==> config.mk <==
export PLATFORM = sky130hd
export DESIGN_NAME = ipa_device_flat
export DESIGN_NICKNAME = d
export VERILOG_FILES = /design/src/shared/ipa_pkg.sv /design/src/shared/ipa_if.sv /design/src/core/ipa_alarm_sum.sv /design/src/core/ipa_device.sv /design/src/flat_wrapper.sv
export SDC_FILE = /design/constraint.sdc
export NUM_CORES = 1
export LEC_CHECK = 0
export BUFFER_PORTS_ARGS = -buffer_cell sky130_fd_sc_hd__buf_2
export CORE_MARGIN = 3
export CORE_UTILIZATION = 45
export CTS_CLUSTER_DIAMETER = 60
export DETAILED_ROUTE_END_ITERATION = 8
export PLACE_DENSITY_LB_ADDON = 0.2
export SETUP_SLACK_MARGIN = 0.3
export SLEW_MARGIN = 20
export SYNTH_ARGS = -nofsm -noshare
export SYNTH_HDL_FRONTEND = slang
export SYNTH_HIERARCHICAL = 1
export SYNTH_SLANG_ARGS = --single-unit
==> constraint.sdc <==
create_clock -name sys_clk_in -period 2 [get_ports sys_clk_in]
set_input_delay 0 -clock sys_clk_in [delete_from_list [all_inputs] [get_ports sys_clk_in]]
set_output_delay 0 -clock sys_clk_in [all_outputs]
set_load 0.01 [all_outputs]
==> src/shared/ipa_pkg.sv <==
// Purpose: constants shared by the register-bank device end and its host
// Assumes: 8-bit registers behind a 10-bit register address
// Notes: host-side APB map offsets live here too
package ipa_pkg;
	localparam int ADDR_W = 10;
	localparam int DATA_W = 8;
	// ------------------------------------------------------------------
	// device register map
	// ------------------------------------------------------------------
	localparam logic [9:0] ADDR_STARTUP = 10'h270;
	localparam logic [9:0] ADDR_PROF_B = 10'h29A;
	localparam logic [9:0] ADDR_PROF_C = 10'h29B;
	localparam logic [9:0] ADDR_PROF_D = 10'h29C;
	localparam logic [9:0] ADDR_ALARM = 10'h2C0;
	localparam logic [9:0] ADDR_FLAGS = 10'h2C1;
	localparam logic [9:0] ADDR_MASKS = 10'h2C2;
	localparam logic [7:0] PROF_B_LOW = 8'h06;
	localparam logic [7:0] PROF_B_HIGH = 8'h0F;
	localparam logic [7:0] PROF_C_LOW = 8'h00;
	localparam logic [7:0] PROF_C_HIGH = 8'h04;
	localparam logic [7:0] PROF_D_LOW = 8'h14;
	localparam logic [7:0] PROF_D_HIGH = 8'h1B;
	localparam logic [5:0] ALM_RESET = 6'h3F;
	localparam int ALM_W = 6;
	localparam int INIT_CYCLES = 16;
	// ------------------------------------------------------------------
	// host APB map (byte addresses)
	// ------------------------------------------------------------------
	localparam logic [7:0] APB_CMD = 8'h00;
	localparam logic [7:0] APB_WDATA = 8'h04;
	localparam logic [7:0] APB_RDATA = 8'h08;
	localparam logic [7:0] APB_STATUS = 8'h0C;
	localparam logic [7:0] APB_IRQ_STAT = 8'h10;
	localparam logic [7:0] APB_IRQ_CLR = 8'h14;
	localparam logic [7:0] APB_IRQ_EN = 8'h18;
	localparam logic [7:0] APB_PROFILE = 8'h1C;
	// cmd word: [9:0] address, [16] write, [17] go
	localparam int CMD_WR_BIT = 16;
	localparam int CMD_GO_BIT = 17;
	localparam int CMD_PROF_BIT = 18;
	localparam int CMD_RST_BIT = 19;
endpackage

==> src/shared/ipa_if.sv <==
// Purpose: register access channel between host and device end
// Assumes: single clock, request held until ack
// Notes: one access outstanding at a time
`timescale 1ns/100ps
interface ipa_if;
	logic req;
	logic wr;
	logic [9:0] addr;
	logic [7:0] wdata;
	logic soft_rst;
	logic ack;
	logic [7:0] rdata;
	logic status_pin;
	modport device (input req, wr, addr, wdata, soft_rst,
		output ack, rdata, status_pin);
	modport host (output req, wr, addr, wdata, soft_rst,
		input ack, rdata, status_pin);
endinterface

==> src/core/ipa_alarm_sum.sv <==
// Purpose: sticky alarm flags, masks and summary bit
// Assumes: flag events are synchronous to sys_clk_in
// Notes: write-one-to-clear, set wins over clear
`timescale 1ns/100ps
module ipa_alarm_sum
	import ipa_pkg::*;
#(
	parameter int W = ALM_W
) (
	// clock and reset
	input wire logic sys_clk_in,
	input wire logic rst_n_in,
	input wire logic soft_rst_in,
	// events and software access
	input wire logic [W-1:0] alarm_event_in,
	input wire logic [W-1:0] clear_in,
	input wire logic mask_we_in,
	input wire logic [W-1:0] mask_in,
	// state
	output logic [W-1:0] flags_out,
	output logic [W-1:0] masks_out,
	output logic summary_out
);
	logic [W-1:0] flags_q;
	logic [W-1:0] masks_q;
	genvar i;
	generate
		for (i = 0; i < W; i++) begin : g_flag
			always_ff @(posedge sys_clk_in) begin
				if (!rst_n_in || soft_rst_in) begin
					flags_q[i] <= ALM_RESET[i];
				end else if (alarm_event_in[i]) begin
					flags_q[i] <= 1'b1;
				end else if (clear_in[i]) begin
					flags_q[i] <= 1'b0;
				end
			end
		end
	endgenerate
	always_ff @(posedge sys_clk_in) begin
		if (!rst_n_in || soft_rst_in) begin
			masks_q <= ALM_RESET[W-1:0];
		end else if (mask_we_in) begin
			masks_q <= mask_in;
		end
	end
	assign flags_out = flags_q;
	assign masks_out = masks_q;
	// combinational so summary follows flags/masks in the same cycle
	assign summary_out = |(flags_q & ~masks_q);
endmodule

==> src/core/ipa_device.sv <==
// Purpose: device end: init flag, power-profile regs, alarm summary
// Assumes: host keeps one request high until ack
// Notes: ack one cycle after req; reserved profile values refused
`timescale 1ns/100ps

module ipa_device
	import ipa_pkg::*;
#(
	parameter int INIT_LEN = INIT_CYCLES
) (
	// clock and reset
	input wire logic sys_clk_in,
	input wire logic rst_n_in,
	// link
	ipa_if.device link,
	// user side
	input wire logic [ALM_W-1:0] alarm_event_in,
	input wire logic pin_sel_alarm_in,
	input wire logic cal_status_in,
	output logic init_done_out,
	output logic [7:0] profile_b_out,
	output logic [7:0] profile_c_out,
	output logic [7:0] profile_d_out
);
	logic [7:0] init_cnt_q;
	logic init_done_q;
	logic [7:0] prof_b_q;
	logic [7:0] prof_c_q;
	logic [7:0] prof_d_q;
	logic ack_q;
	logic [7:0] rdata_q;
	logic [ALM_W-1:0] flags;
	logic [ALM_W-1:0] masks;
	logic summary;
	logic take;
	logic wr_go;
	logic [ALM_W-1:0] clr;

	assign take = link.req && !ack_q;
	assign wr_go = take && link.wr;
	assign clr = (wr_go && link.addr == ADDR_FLAGS) ?
		link.wdata[ALM_W-1:0] : '0;

	// ------------------------------------------------------------------
	// startup sequence
	// ------------------------------------------------------------------
	always_ff @(posedge sys_clk_in) begin
		if (!rst_n_in || link.soft_rst) begin
			init_cnt_q <= 8'h00;
			init_done_q <= 1'b0;
		end else if (init_cnt_q == 8'(INIT_LEN)) begin
			init_done_q <= 1'b1;
		end else begin
			init_cnt_q <= init_cnt_q + 8'h01;
		end
	end

	// ------------------------------------------------------------------
	// power profile registers
	// ------------------------------------------------------------------
	// reserved codes are dropped so the profile never leaves a legal value
	always_ff @(posedge sys_clk_in) begin
		if (!rst_n_in || link.soft_rst) begin
			prof_b_q <= PROF_B_HIGH;
			prof_c_q <= PROF_C_HIGH;
			prof_d_q <= PROF_D_HIGH;
		end else if (wr_go) begin
			if (link.addr == ADDR_PROF_B && (link.wdata == PROF_B_LOW ||
				link.wdata == PROF_B_HIGH)) begin
				prof_b_q <= link.wdata;
			end
			if (link.addr == ADDR_PROF_C && (link.wdata == PROF_C_LOW ||
				link.wdata == PROF_C_HIGH)) begin
				prof_c_q <= link.wdata;
			end
			if (link.addr == ADDR_PROF_D && (link.wdata == PROF_D_LOW ||
				link.wdata == PROF_D_HIGH)) begin
				prof_d_q <= link.wdata;
			end
		end
	end

	// ------------------------------------------------------------------
	// alarms
	// ------------------------------------------------------------------
	ipa_alarm_sum #(.W(ALM_W)) u_alarm (
		.sys_clk_in(sys_clk_in),
		.rst_n_in(rst_n_in),
		.soft_rst_in(link.soft_rst),
		.alarm_event_in(alarm_event_in),
		.clear_in(clr),
		.mask_we_in(wr_go && link.addr == ADDR_MASKS),
		.mask_in(link.wdata[ALM_W-1:0]),
		.flags_out(flags),
		.masks_out(masks),
		.summary_out(summary)
	);
	assign link.status_pin = pin_sel_alarm_in ? summary :
		cal_status_in;

	// ------------------------------------------------------------------
	// read and ack
	// ------------------------------------------------------------------
	always_ff @(posedge sys_clk_in) begin
		if (!rst_n_in) begin
			ack_q <= 1'b0;
			rdata_q <= 8'h00;
		end else begin
			ack_q <= take;
			if (take && !link.wr) begin
				unique case (link.addr)
					ADDR_STARTUP: rdata_q <= {7'h00, init_done_q};
					ADDR_PROF_B: rdata_q <= prof_b_q;
					ADDR_PROF_C: rdata_q <= prof_c_q;
					ADDR_PROF_D: rdata_q <= prof_d_q;
					ADDR_ALARM: rdata_q <= {7'h00, summary};
					ADDR_FLAGS: rdata_q <= {2'b00, flags};
					ADDR_MASKS: rdata_q <= {2'b00, masks};
					default: rdata_q <= 8'h00;
				endcase
			end
		end
	end
	assign link.ack = ack_q;
	assign link.rdata = rdata_q;
	assign init_done_out = init_done_q;
	assign profile_b_out = prof_b_q;
	assign profile_c_out = prof_c_q;
	assign profile_d_out = prof_d_q;
endmodule

==> src/flat_wrapper.sv <==
// flat-port wrapper written by rule: the top's interface ports become plain ports
module ipa_device_flat import ipa_pkg::*;
#(
	parameter int INIT_LEN = INIT_CYCLES
)
  (sys_clk_in, rst_n_in, alarm_event_in, pin_sel_alarm_in, cal_status_in, init_done_out, profile_b_out, profile_c_out, profile_d_out, link_req, link_wr, link_addr, link_wdata, link_soft_rst, link_ack, link_rdata, link_status_pin);
  ipa_if link_i ();
  input wire logic sys_clk_in;
  input wire logic rst_n_in;
  input wire logic [ALM_W-1:0] alarm_event_in;
  input wire logic pin_sel_alarm_in;
  input wire logic cal_status_in;
  output logic init_done_out;
  output logic [7:0] profile_b_out;
  output logic [7:0] profile_c_out;
  output logic [7:0] profile_d_out;
  input wire logic [$bits(link_i.req)-1:0] link_req;
  input wire logic [$bits(link_i.wr)-1:0] link_wr;
  input wire logic [$bits(link_i.addr)-1:0] link_addr;
  input wire logic [$bits(link_i.wdata)-1:0] link_wdata;
  input wire logic [$bits(link_i.soft_rst)-1:0] link_soft_rst;
  output wire logic [$bits(link_i.ack)-1:0] link_ack;
  output wire logic [$bits(link_i.rdata)-1:0] link_rdata;
  output wire logic [$bits(link_i.status_pin)-1:0] link_status_pin;
  assign link_i.req = link_req;
  assign link_i.wr = link_wr;
  assign link_i.addr = link_addr;
  assign link_i.wdata = link_wdata;
  assign link_i.soft_rst = link_soft_rst;
  assign link_ack = link_i.ack;
  assign link_rdata = link_i.rdata;
  assign link_status_pin = link_i.status_pin;
  ipa_device #(.INIT_LEN(INIT_LEN)) u_core (.sys_clk_in(sys_clk_in), .rst_n_in(rst_n_in), .link(link_i), .alarm_event_in(alarm_event_in), .pin_sel_alarm_in(pin_sel_alarm_in), .cal_status_in(cal_status_in), .init_done_out(init_done_out), .profile_b_out(profile_b_out), .profile_c_out(profile_c_out), .profile_d_out(profile_d_out));
endmodule
# Word-level counts from Yosys, hierarchy flattened

Index checks and enable logic that the tools add are counted.

Bits in registers: 54
Bits in latches: 0
Bits in writable memories: 0
ROM bits: 0
Output and inout bits: 35
Memories: 0

Add/sub/neg operators: 1
$mul: 0
Div/mod/pow operators: 0
Order comparisons: 0
Equality and inequality tests: 13
Shifts and indexed selects: 0
Mux-type cells: 3
Bitwise gates (word level): 2
Reductions and logical operators: 26

Operators by type and width:

| cell                 | count |
|---|---|
| $eq 10x10->1 const B | 7 |
| $pmux 8 s7           | 1 |
| $eq 8x5->1 const B   | 3 |
| $eq 8x3->1 const B   | 2 |
| $reduce_or 2->1      | 6 |
| $add 8x1->8 const B  | 1 |
| $eq 8x4->1 const B   | 1 |
| $logic_and 1x1->1    | 8 |
| $logic_not 8->1      | 1 |
| $and 6x6->6          | 1 |
| $mux 6               | 1 |
| $not 6->6            | 1 |
| $reduce_and 2->1     | 3 |
| $reduce_or 6->1      | 1 |
| $logic_or 1x1->1     | 4 |
| $logic_not 1->1      | 3 |
| $mux 1               | 1 |

# Longest topological paths before layout

Gate-level depths: netlist (run 1).

Depth in word-level cells: 5
Mapped depth: 8
Mapped depth without buffers: 8

# Modules after synthesis

The synthesis (run 1) kept the hierarchy.

By module, submodules not included:

| module        | times used | cells each | area each (µm²) | sequential area each (µm²) |
|---|---|---|---|---|
| ipa_device    | 1          | 216        | 2082.0          | 840.8 |
| ipa_alarm_sum | 1          | 49         | 456.7           | 240.2 |

# Least setup slack after synthesis (run 1)

OpenSTA, ideal clock, no wires.

Path type: register to register
From: register u_core.u_alarm.flags_q[5] (netlist: u_core/u_alarm/flags_out[5])
To: register u_core.rdata_q[0] (netlist: u_core/link.rdata[0])
Setup time: 0.135 ns
Arrival: 1.305 ns
Data required time: 1.865 ns
Slack: 0.560 ns
Cell stages (with the launch flop): 9
Buffers on the path: 0
Cells stage by stage: dfxtp_1 > inv_2 > o22ai_1 > or3_1 > mux2i_1 > nor2_1 > a21oi_1 > a2bb2oi_1 > a221oi_2

Longest elaborated chain between the ends: 3

Ends and longest elaborated chain:

| element                          | line                | text |
|---|---|---|
| start: declaration               | ipa_alarm_sum.sv:24 | `logic [W-1:0] flags_q;` |
| start signal: indexed assignment | ipa_alarm_sum.sv:31 | `flags_q[i] <= ALM_RESET[i];` |
| $and 6x6->6                      | ipa_alarm_sum.sv:50 | `assign summary_out = \|(flags_q & ~masks_q);` |
| $reduce_or 6->1                  | ipa_alarm_sum.sv:50 |  |
| net u_core.summary               | ipa_device.sv:34    | `logic summary;` |
| $pmux 8 s7                       | ipa_device.sv:111   | `unique case (link.addr)` |
| end signal: assignment           | ipa_device.sv:112   | `ADDR_STARTUP: rdata_q <= {7'h00, init_done_q};` |
| end signal: assignment           | ipa_device.sv:113   | `ADDR_PROF_B: rdata_q <= prof_b_q;` |
| end signal: assignment           | ipa_device.sv:114   | `ADDR_PROF_C: rdata_q <= prof_c_q;` |
| end: declaration                 | ipa_device.sv:31    | `logic [7:0] rdata_q;` |

The timed path passes the listed nets, and every way through them passes these cells.
A chain may end at the register's enable or synchronous reset.

# Worst setup path after layout (run 1)

From: register u_core.u_alarm.masks_q[5] (netlist: u_core/u_alarm/masks_out[5])
To: register u_core.rdata_q[0] (netlist: u_core/link.rdata[0])

Longest elaborated chain between the ends: 4

Ends and longest elaborated chain:

| element                  | line                | text |
|---|---|---|
| start: declaration       | ipa_alarm_sum.sv:25 | `logic [W-1:0] masks_q;` |
| start signal: assignment | ipa_alarm_sum.sv:42 | `masks_q <= ALM_RESET[W-1:0];` |
| start signal: assignment | ipa_alarm_sum.sv:44 | `masks_q <= mask_in;` |
| $not 6->6                | ipa_alarm_sum.sv:50 |  |
| $and 6x6->6              | ipa_alarm_sum.sv:50 |  |
| $reduce_or 6->1          | ipa_alarm_sum.sv:50 |  |
| net u_core.summary       | ipa_device.sv:34    |  |
| $pmux 8 s7               | ipa_device.sv:111   |  |

The timed path passes the listed nets, and every way through them passes these cells.

==> flow_summary_export.csv, run 1 <==
group,metric,value,unit
place,hpwl,4690,um
floorplan,io_pins,66,
power_and_ir_drop,power_frac_comb,9.0,%
synthesis,synth_area_leaders,"dfxtp_1 43%, mux2i_1 6.7%, and2_1 4.4%",
finish,nNetsFinal,377,
clocking,clk_pin_slew_worst_paths,0.10,ns
place,port_buffers,65,
worst_hold_path,hp-class,"in2reg",
worst_setup_path,rrSetupSlack,0.36,ns
worst_setup_path,worst_setup_path_start_kind,"flip-flop",
floorplan,die_w,81.1,um
synthesis,netlist.area_leader.share,42.6,%
power_and_ir_drop,cellLeakagePower,1.35,nW
grt,grt_pass1_wl,10000,um
status,violations,"negative hold slack",
synthesis,async_reset_ff_share,0,%
synthesis,netlist_area,2540,um^2
clocking,cts_root_buffer,"clkbuf_8",
clocking,clk_latency,0.30,ns
route,vias_per_cell,5.27,
sta,fin_worst_skew,0.00553,ns
route,wl_per_cell,14.9,um
sta,tightest_slew,0.606,ns
clocking,clock-sinks,54,
job,cap_viol_max_count,0,
sta,finalSetupViolCount,0,
sta,finalHoldWorstSlack,-0.000401,ns
sta,post-route-period-util,82.0,%
power_and_ir_drop,peakVddDrop,0.000455,V
place,dp.cells,398,
synthesis,yosys_warnings,6,
grt,track_usage,19.7,%
synthesis,syn_area_per_cell,9.58,um^2
power_and_ir_drop,swShare,24.2,%
worst_setup_path,r2r_end,"u_core/link.rdata[0]",
worst_hold_path,hold_end,"u_core/link.ack",
route,drt-total-wl,6160,um
route,ant_nets,0,
route,dr.pass1.iters,4,
sta,slew_headroom,59.4,%
sta,fmax,610,MHz
route,drt-initial-drc-count,87,
power_and_ir_drop,clockPowerShare,32.2,%
worst_setup_path,cp-end-kind,"flip-flop",
power_and_ir_drop,p_per_area,588,nW/um^2
worst_setup_path,rr_worst_depth,7,
sta,fin_crit,1.64,ns
sta,hold_viol_final,1,
worst_hold_path,hold_path_depth,2,
sta,setup-tns-final,0,ns
sta,slew_viol_final,0,
synthesis,synth_edf_count,0,
power_and_ir_drop,power.internal,1.40,mW
power_and_ir_drop,p_sw,445,uW
route,vias,2180,
worst_setup_path,crit_required,2.18,ns
finish,diodes,0,
synthesis,seq_area_frac_synth,42.6,%
worst_setup_path,cp_max_fo,3,
floorplan,fp.dieH,81.1,um
worst_hold_path,worstHoldStart,"rst_n_in",
status,status,"complete, but fails checks",
synthesis,ys_types,50,
clocking,htreeDepth,2,
clocking,tritoncts,"done",
grt,overflow,0,
route,drt_drc_violations_left,0,
synthesis,syn_nets,298,
grt,grt_pass1_vias,2116,
synthesis,synth_top_area_cell,"dfxtp_1",
floorplan,rows,26,
finish,final_cells,414,
floorplan,start_util,48.2,%
place,gp_congestion,0.836,
power_and_ir_drop,power_frac_seq,58.8,%
floorplan,die_area,6580,um^2
floorplan,core,5270,um^2
worst_setup_path,path_class,"reg2reg",
finish,utilization,59.4,%
sta,rsz0062_at_grt,"false",
finish,layout-drive-gt1-share,30.2,%
grt,antenna_found_initial,0,
synthesis,ys_ff_latch,54,
finish,area_growth,23.3,%
synthesis,synthCells,265,
clocking,cts_inserted_buffers,5,
worst_setup_path,worstPathArrival,1.82,ns
clocking,cts.path.max_buffers,2,
grt,grt_max_degree,17,
worst_setup_path,r2r-start,"u_core/u_alarm/masks_out[5]",
synthesis,ys.flop_type,"dfxtp_1",
==> routing by layer <==
metal	up-vias	global-route usage, %	part of all wire (%)
li1	1088	-	-
met1	1026	27.8	49
met2	58	31.1	44
met3	8	3.33	5.9
met4	0	5.41	1.4
met5	-	0	0
==> cell type report <==
class,instances,area [um^2]
Inverter,19,71.3
Clock inverter,2,13.8
Fill cell,491,2140
Sequential cell,54,1080
Multi-Input combinational cell,185,1350
Timing Repair Buffer,79,453
Clock buffer,5,68.8
Tap cell,70,87.6
==> worst max-delay path: stages (launching register included) <==
cell	delay [ns]
dfxtp_1	0.37
o22ai_1	0.11
or3_1	0.40
mux2i_1	0.15
nor2_1	0.05
a21oi_1	0.19
a2bb2oi_2	0.17
a221oi_2	0.07
==> synthesized netlist by cell type (3+ instances only) <==
master	instances
inv_2	3
o22ai_1	3
buf_2	3
nor2b_1	6
o21a_1	5
o211ai_1	6
and3_1	6
a21oi_1	13
a21o_1	3
nand2_1	17
dfxtp_1	54
a22oi_1	5
or3_1	3
xnor2_1	3
inv_1	16
nand3_1	8
and2_1	18
a221oi_2	6
mux2i_1	17
nor2_1	25
xor2_1	5
==> per-stage QoR <==
| step | power (mW) | setup WS [ns] | instance area (um^2) | hold slack (ns) |
|---|---|---|---|---|
| floorplan | 1.18 | 0.560 | 2540 | 0.122 |
| global placement | 1.25 | 0.378 | 2950 | 0.210 |
| detailed placement | 1.26 | 0.380 | 2950 | 0.221 |
| CTS | 1.85 | 0.362 | 3120 | 0.00430 |
| global route | 1.92 | 0.313 | 3130 | 0.0112 |
| finish | 1.84 | 0.359 | 3130 | -0.000401 |
==> flip-flops by register name, summed over array words and instances (netlist names) <==
name and cells:
u_core/init_cnt_q 8, u_core/link.rdata 8, u_core/profile_b_out 8, u_core/profile_c_out 8, u_core/profile_d_out 8, u_core/u_alarm/flags_out 6, u_core/u_alarm/masks_out 6, u_core/init_done_out 1
u_core/link.ack 1
==> kinds of logic after synthesis <==
kind of cell | count (synthesis) | share of synthesized area (%)
adder cells (fa/ha/maj) | 2 | 0.986
buffers and inverters | 26 | 4.44
AO/OA/AOI/OAI | 51 | 16.6
multiplexers | 18 | 7.15
AND/OR/NAND/NOR | 106 | 25.5
XOR/XNOR | 8 | 2.76
flip-flops | 54 | 42.6
==> cell usage in the layout, fill, tap and decap left out, types with 3 or more instances in the layout <==
master,n
buf_2,65
dfxtp_1,54
nor2_1,25
and2_1,18
nand2_1,17
mux2i_1,17
inv_1,16
a21oi_1,13
dlygate4sd3_1,9
nand3_1,8
and3_1,6
a221oi_2,6
o211ai_1,6
clkbuf_8,5
nor2b_1,5
a22oi_1,5
o21a_1,5
xor2_1,5
buf_4,5
xnor2_1,3
or3_1,3
inv_2,3
a21o_1,3
o22ai_1,3
==> worst max-delay path by stage <==
stage / start / to / cells past startpoint
after floorplan: u_core/u_alarm/flags_out[5] / u_core/link.rdata[0] / 8
after global placement: link_addr[5] / u_core/u_alarm/masks_out[0] / 7
after detailed placement: u_core/u_alarm/flags_out[3] / u_core/link.rdata[0] / 8
after CTS: u_core/u_alarm/masks_out[5] / u_core/link.rdata[0] / 7
after global routing: u_core/u_alarm/masks_out[5] / u_core/link.rdata[0] / 7
final: u_core/u_alarm/masks_out[5] / u_core/link.rdata[0] / 7
==> power groups by stage <==
stage	Clock (mW)	Sequential [mW]	Combinational, mW
6_report	0.593	1.08	0.166
5_1_grt	0.654	1.08	0.183
4_1_cts	0.604	1.08	0.164
3_5_place_dp	0	1.11	0.151
3_3_place_gp	0	1.11	0.149
2_1_floorplan	0	1.11	0.0792
==> what timing repair did <==
| action | CTS | global route |
|---|---|---|
| setup buffers | 0 | 0 |
| hold buffers | 9 | 0 |
| endpoints found under the setup margin | 0 | 3 |
| hold endpoints to repair | 9 | 0 |
| gates resized for setup | 0 | 2 |
(Power assumes the default switching activity.)
==> run 2, diff against run 1 <==
- clock period: 2 -> 1.65 ns (I/O delays scaled with it)
==> flow_summary_export.csv, run 2 (synthesized netlist as in run 1, its figures left out) <==
group,metric,value,unit
sta,fin_worst_skew,0.00408,ns
sta,finalHoldWorstSlack,0.0129,ns
floorplan,start_util,48.2,%
clocking,clk_latency,0.31,ns
worst_setup_path,path_class,"reg2out",
finish,layout-drive-gt1-share,43.9,%
floorplan,io_pins,66,
finish,mostFrequentLayoutCell,"buf_2",
place,port_buffers,65,
route,drt-total-wl,6600,um
worst_hold_path,hold_path_depth,3,
clocking,clk_pin_slew_worst_paths,0.10,ns
worst_hold_path,hp-class,"in2reg",
route,wl_per_cell,15.4,um
sta,fmax,637,MHz
power_and_ir_drop,peakVddDrop,0.000609,V
status,status,"finished clean",
worst_setup_path,worst_setup_path_start_kind,"flip-flop",
worst_setup_path,cp_max_fo,2,
clocking,htreeDepth,2,
sta,fin_crit,1.57,ns
finish,area_growth,36.1,%
route,vias_per_cell,5.29,
place,hpwl,4770,um
place,gp_congestion,0.884,
floorplan,rows,26,
worst_setup_path,worstPathArrival,1.57,ns
route,drt_drc_violations_left,0,
finish,final_cells,428,
sta,slew_viol_final,0,
sta,finalSetupViolCount,0,
worst_setup_path,rr_worst_depth,8,
power_and_ir_drop,power_frac_seq,52.8,%
clocking,clock-sinks,54,
finish,diodes,0,
grt,grt_pass1_vias,2170,
job,cap_viol_max_count,0,
worst_setup_path,cp-end-kind,"primary output",
floorplan,die_w,81.1,um
finish,fillers,465,
route,vias,2266,
clocking,cts_root_buffer,"clkbuf_8",
finish,final_cell_mix,"64 x buf_2, 44 x dfxtp_1, 23 x nor2_1",
floorplan,die_area,6580,um^2
route,dr.pass1.iters,4,
finish,nNetsFinal,390,
power_and_ir_drop,clockPowerShare,37.1,%
sta,rsz0062_at_grt,"true",
sta,setup_ws,0.0796,ns
worst_setup_path,crit_required,1.65,ns
sta,post-route-period-util,95.2,%
power_and_ir_drop,cellLeakagePower,1.52,nW
sta,hold_viol_final,0,
clocking,cts_inserted_buffers,5,
power_and_ir_drop,p_sw,591,uW
place,dp.cells,405,
floorplan,core,5270,um^2
route,ant_nets,0,
grt,grt_max_degree,19,
grt,antenna_found_initial,0,
grt,grt_pass1_wl,10400,um
sta,slew_headroom,49.3,%
finish,multiInputGateArea,1510,um^2
power_and_ir_drop,p_per_area,718,nW/um^2
grt,track_usage,20.7,%
power_and_ir_drop,power_frac_comb,10.1,%
clocking,cts.path.max_buffers,2,
clocking,tritoncts,"done",
finish,final-seq-area,1100,um^2
power_and_ir_drop,power.internal,1.89,mW
grt,overflow,0,
power_and_ir_drop,swShare,23.8,%
place,pre_cts_ws,0.0578,ns
route,drt-initial-drc-count,112,
sta,tightest_slew,0.761,ns
floorplan,fp.dieH,81.1,um
sta,setup-tns-final,0,ns
run 2: critical path, cell delays in order (launching register included):
cell and delay (ns):
dfxtp_1 0.34, inv_2 0.07, o22ai_2 0.08, or3_4 0.39, mux2_4 0.27, buf_6 0.12
run 2: cell type report:
class | count | share of cell area [%]
tap | 70 | 2.54
multi-input combinational | 185 | 43.6
clock buffer | 5 | 1.99
clock inverter | 3 | 1.41
timing repair buffer | 92 | 16.6
sequential | 54 | 31.7
inverter | 19 | 2.14
run 2: stage by stage:
stage / power (mW) / util (%) / cell area (um^2)
4_1_cts: 2.47 / 62.1 / 3270
2_1_floorplan: 1.44 / - / 2540
5_1_grt: 2.58 / 65.6 / 3450
6_report: 2.48 / 65.6 / 3450
3_5_place_dp: 1.53 / 57.0 / 3000
3_3_place_gp: 1.53 / 57.0 / 3000
run 2: worst paths after layout:
| path | from | endpoint | slack [ns] |
|---|---|---|---|
| worst max-delay path | u_core/u_alarm/flags_out[5] | link_status_pin | 0.08 |
| worst min-delay path | link_wdata[2] | u_core/profile_c_out[2] | 0.01 |
| worst max register to register | u_core/u_alarm/flags_out[5] | u_core/link.rdata[0] | 0.09 |
| worst min register to register | u_core/profile_b_out[0] | u_core/profile_b_out[0] | 0.47 |
run 2: power groups by stage:
| stage | clock network, mW | registers, mW | logic, mW |
|---|---|---|---|
| finish | 0.920 | 1.31 | 0.251 |
| global placement | 0 | 1.34 | 0.193 |
| CTS | 0.942 | 1.31 | 0.220 |
| detailed placement | 0 | 1.34 | 0.193 |
| global route | 1.00 | 1.31 | 0.272 |
| floorplan | 0 | 1.34 | 0.0964 |
run 2: per-layer routing:
| metal | wire length [um] | global-route usage [%] |
|---|---|---|
| met1 | 3000 | 28.7 |
| met2 | 3030 | 31.6 |
| met3 | 456 | 5.88 |
| met4 | 110 | 5.41 |
| met5 | 0 | 0 |
run 2: what timing repair did:
item / CTS / global route
setup buffers: 0 / 6
pin swaps: 5 / 28
endpoints found under the setup margin: 41 / 44
endpoints found under the hold margin: 9 / 0
resized for setup: 17 / 41
hold buffers: 9 / 0
==> run 3, diff against run 2 <==
- CTS_BUF_LIST: default -> sky130_fd_sc_hd__clkbuf_2
==> flow_summary_export.csv, run 3 (synthesized netlist as in run 1, its figures left out) <==
group,metric,value,unit
place,gp_congestion,0.884,
place,pre_cts_ws,0.0578,ns
place,dp.cells,405,
route,dr.pass1.iters,4,
place,port_buffers,65,
grt,grt_pass1_vias,2249,
finish,diodes,0,
place,placed_cell_area,3000,um^2
worst_hold_path,hp-class,"in2reg",
sta,rsz0062_at_grt,"true",
finish,nNetsFinal,401,
status,status,"complete, but fails checks",
route,drt-initial-drc-count,126,
sta,finalHoldWorstSlack,0.0105,ns
grt,antenna_found_initial,0,
sta,fin_worst_skew,0.00619,ns
route,vias_per_cell,5.23,
worst_setup_path,cp-end-kind,"primary output",
floorplan,fp.dieH,81.1,um
floorplan,core,5270,um^2
finish,area_growth,39.8,%
finish,layout-drive-gt1-share,44.4,%
floorplan,die_area,6580,um^2
finish,mostFrequentLayoutCell,"buf_2",
finish,final_cells,439,
sta,slew_viol_final,0,
sta,hold_viol_final,0,
floorplan,die_w,81.1,um
finish,final_area,3550,um^2
clocking,clk_latency,0.46,ns
clocking,cts.path.max_buffers,2,
clocking,tritoncts,"done",
route,ant_nets,0,
job,cap_viol_max_count,0,
clocking,htreeDepth,2,
clocking,clock-sinks,54,
grt,overflow,0,
route,vias,2297,
sta,fmax,572,MHz
floorplan,start_util,48.2,%
route,drt_drc_violations_left,0,
place,hpwl,4770,um
grt,grt_pass1_wl,10700,um
worst_setup_path,rrSetupSlack,0.10,ns
clocking,clk_pin_slew_worst_paths,0.27,ns
clocking,cts_root_buffer,"clkbuf_2",
power_and_ir_drop,p_per_area,652,nW/um^2
power_and_ir_drop,cellLeakagePower,1.56,nW
floorplan,rows,26,
sta,slew_headroom,50.6,%
power_and_ir_drop,total_power,2.31,mW
worst_setup_path,cp_max_fo,2,
status,violations,"negative setup slack",
grt,grt_max_degree,19,
clocking,cts_inserted_buffers,5,
floorplan,io_pins,66,
route,drt-total-wl,6810,um
grt,track_usage,21.1,%
sta,tightest_slew,0.741,ns
worst_setup_path,worst_setup_path_start_kind,"flip-flop",
power_and_ir_drop,peakVddDrop,0.000492,V
sta,fin_crit,1.75,ns
sta,finalSetupViolCount,1,
sta,post-route-period-util,106,%
sta,setup_ws,-0.0989,ns
finish,final_cell_mix,"64 x buf_2, 42 x dfxtp_1, 22 x nor2_1",
worst_setup_path,crit_required,1.65,ns
worst_setup_path,path_class,"reg2out",
worst_setup_path,worstPathArrival,1.75,ns
route,wl_per_cell,15.5,um
==> run 3: path summary, 6_finish.rpt <==
path,start,to,cells after the start
min,link_wr,u_core/link.rdata[5],4
max reg2reg,u_core/u_alarm/flags_out[5],u_core/link.rdata[0],8
max,u_core/u_alarm/flags_out[5],link_status_pin,5
min reg2reg,u_core/profile_b_out[0],u_core/profile_b_out[0],2
==> run 3: repair_timing <==
item	4_1_cts	5_1_grt
resized for setup	24	41
buffers inserted	1	6
endpoints found under the setup margin	43	41
endpoints found under the hold margin	32	0
pin swaps	5	30
hold buffers	19	0
==> run 3: area by class of cell <==
type | instances | area [um^2]
clock buffer | 5 | 25.0
clock inverter | 3 | 48.8
tap | 70 | 87.6
fill | 439 | 1720
timing repair buffer | 103 | 679
inverter | 19 | 71.3
multi-input combinational | 185 | 1540
sequential | 54 | 1100
==> run 3: per-layer routing <==
metal | GRT usage [%] | routed length [um]
met5 | 0 | 0
met1 | 28.7 | 3180
met3 | 4.66 | 380
met2 | 33.3 | 3110
met4 | 6.93 | 142
==> run 3: critical path: stages, from the launching register on <==
cell,delay [ns]
dfxtp_1,0.39
inv_2,0.06
o22ai_2,0.07
or3_4,0.39
mux2_4,0.27
buf_6,0.12
==> run 3: per-stage QoR <==
| stage | setup TNS [ns] | util, % |
|---|---|---|
| 2_1_floorplan | 0 | - |
| 3_3_place_gp | 0 | 57.0 |
| 3_5_place_dp | 0 | 57.0 |
| 4_1_cts | -0.115 | 63.4 |
| 5_1_grt | -0.139 | 67.3 |
| 6_report | -0.0989 | 67.3 |
==> run 3: power by group <==
| group | leakage, nW | internal, mW | switching [mW] | total (mW) |
|---|---|---|---|---|
| Sequential | 0.433 | 1.31 | 0.00303 | 1.32 |
| Clock | 0.0411 | 0.266 | 0.452 | 0.718 |
| Combinational | 1.09 | 0.139 | 0.138 | 0.277 |
| Total | 1.56 | 1.72 | 0.593 | 2.31 |
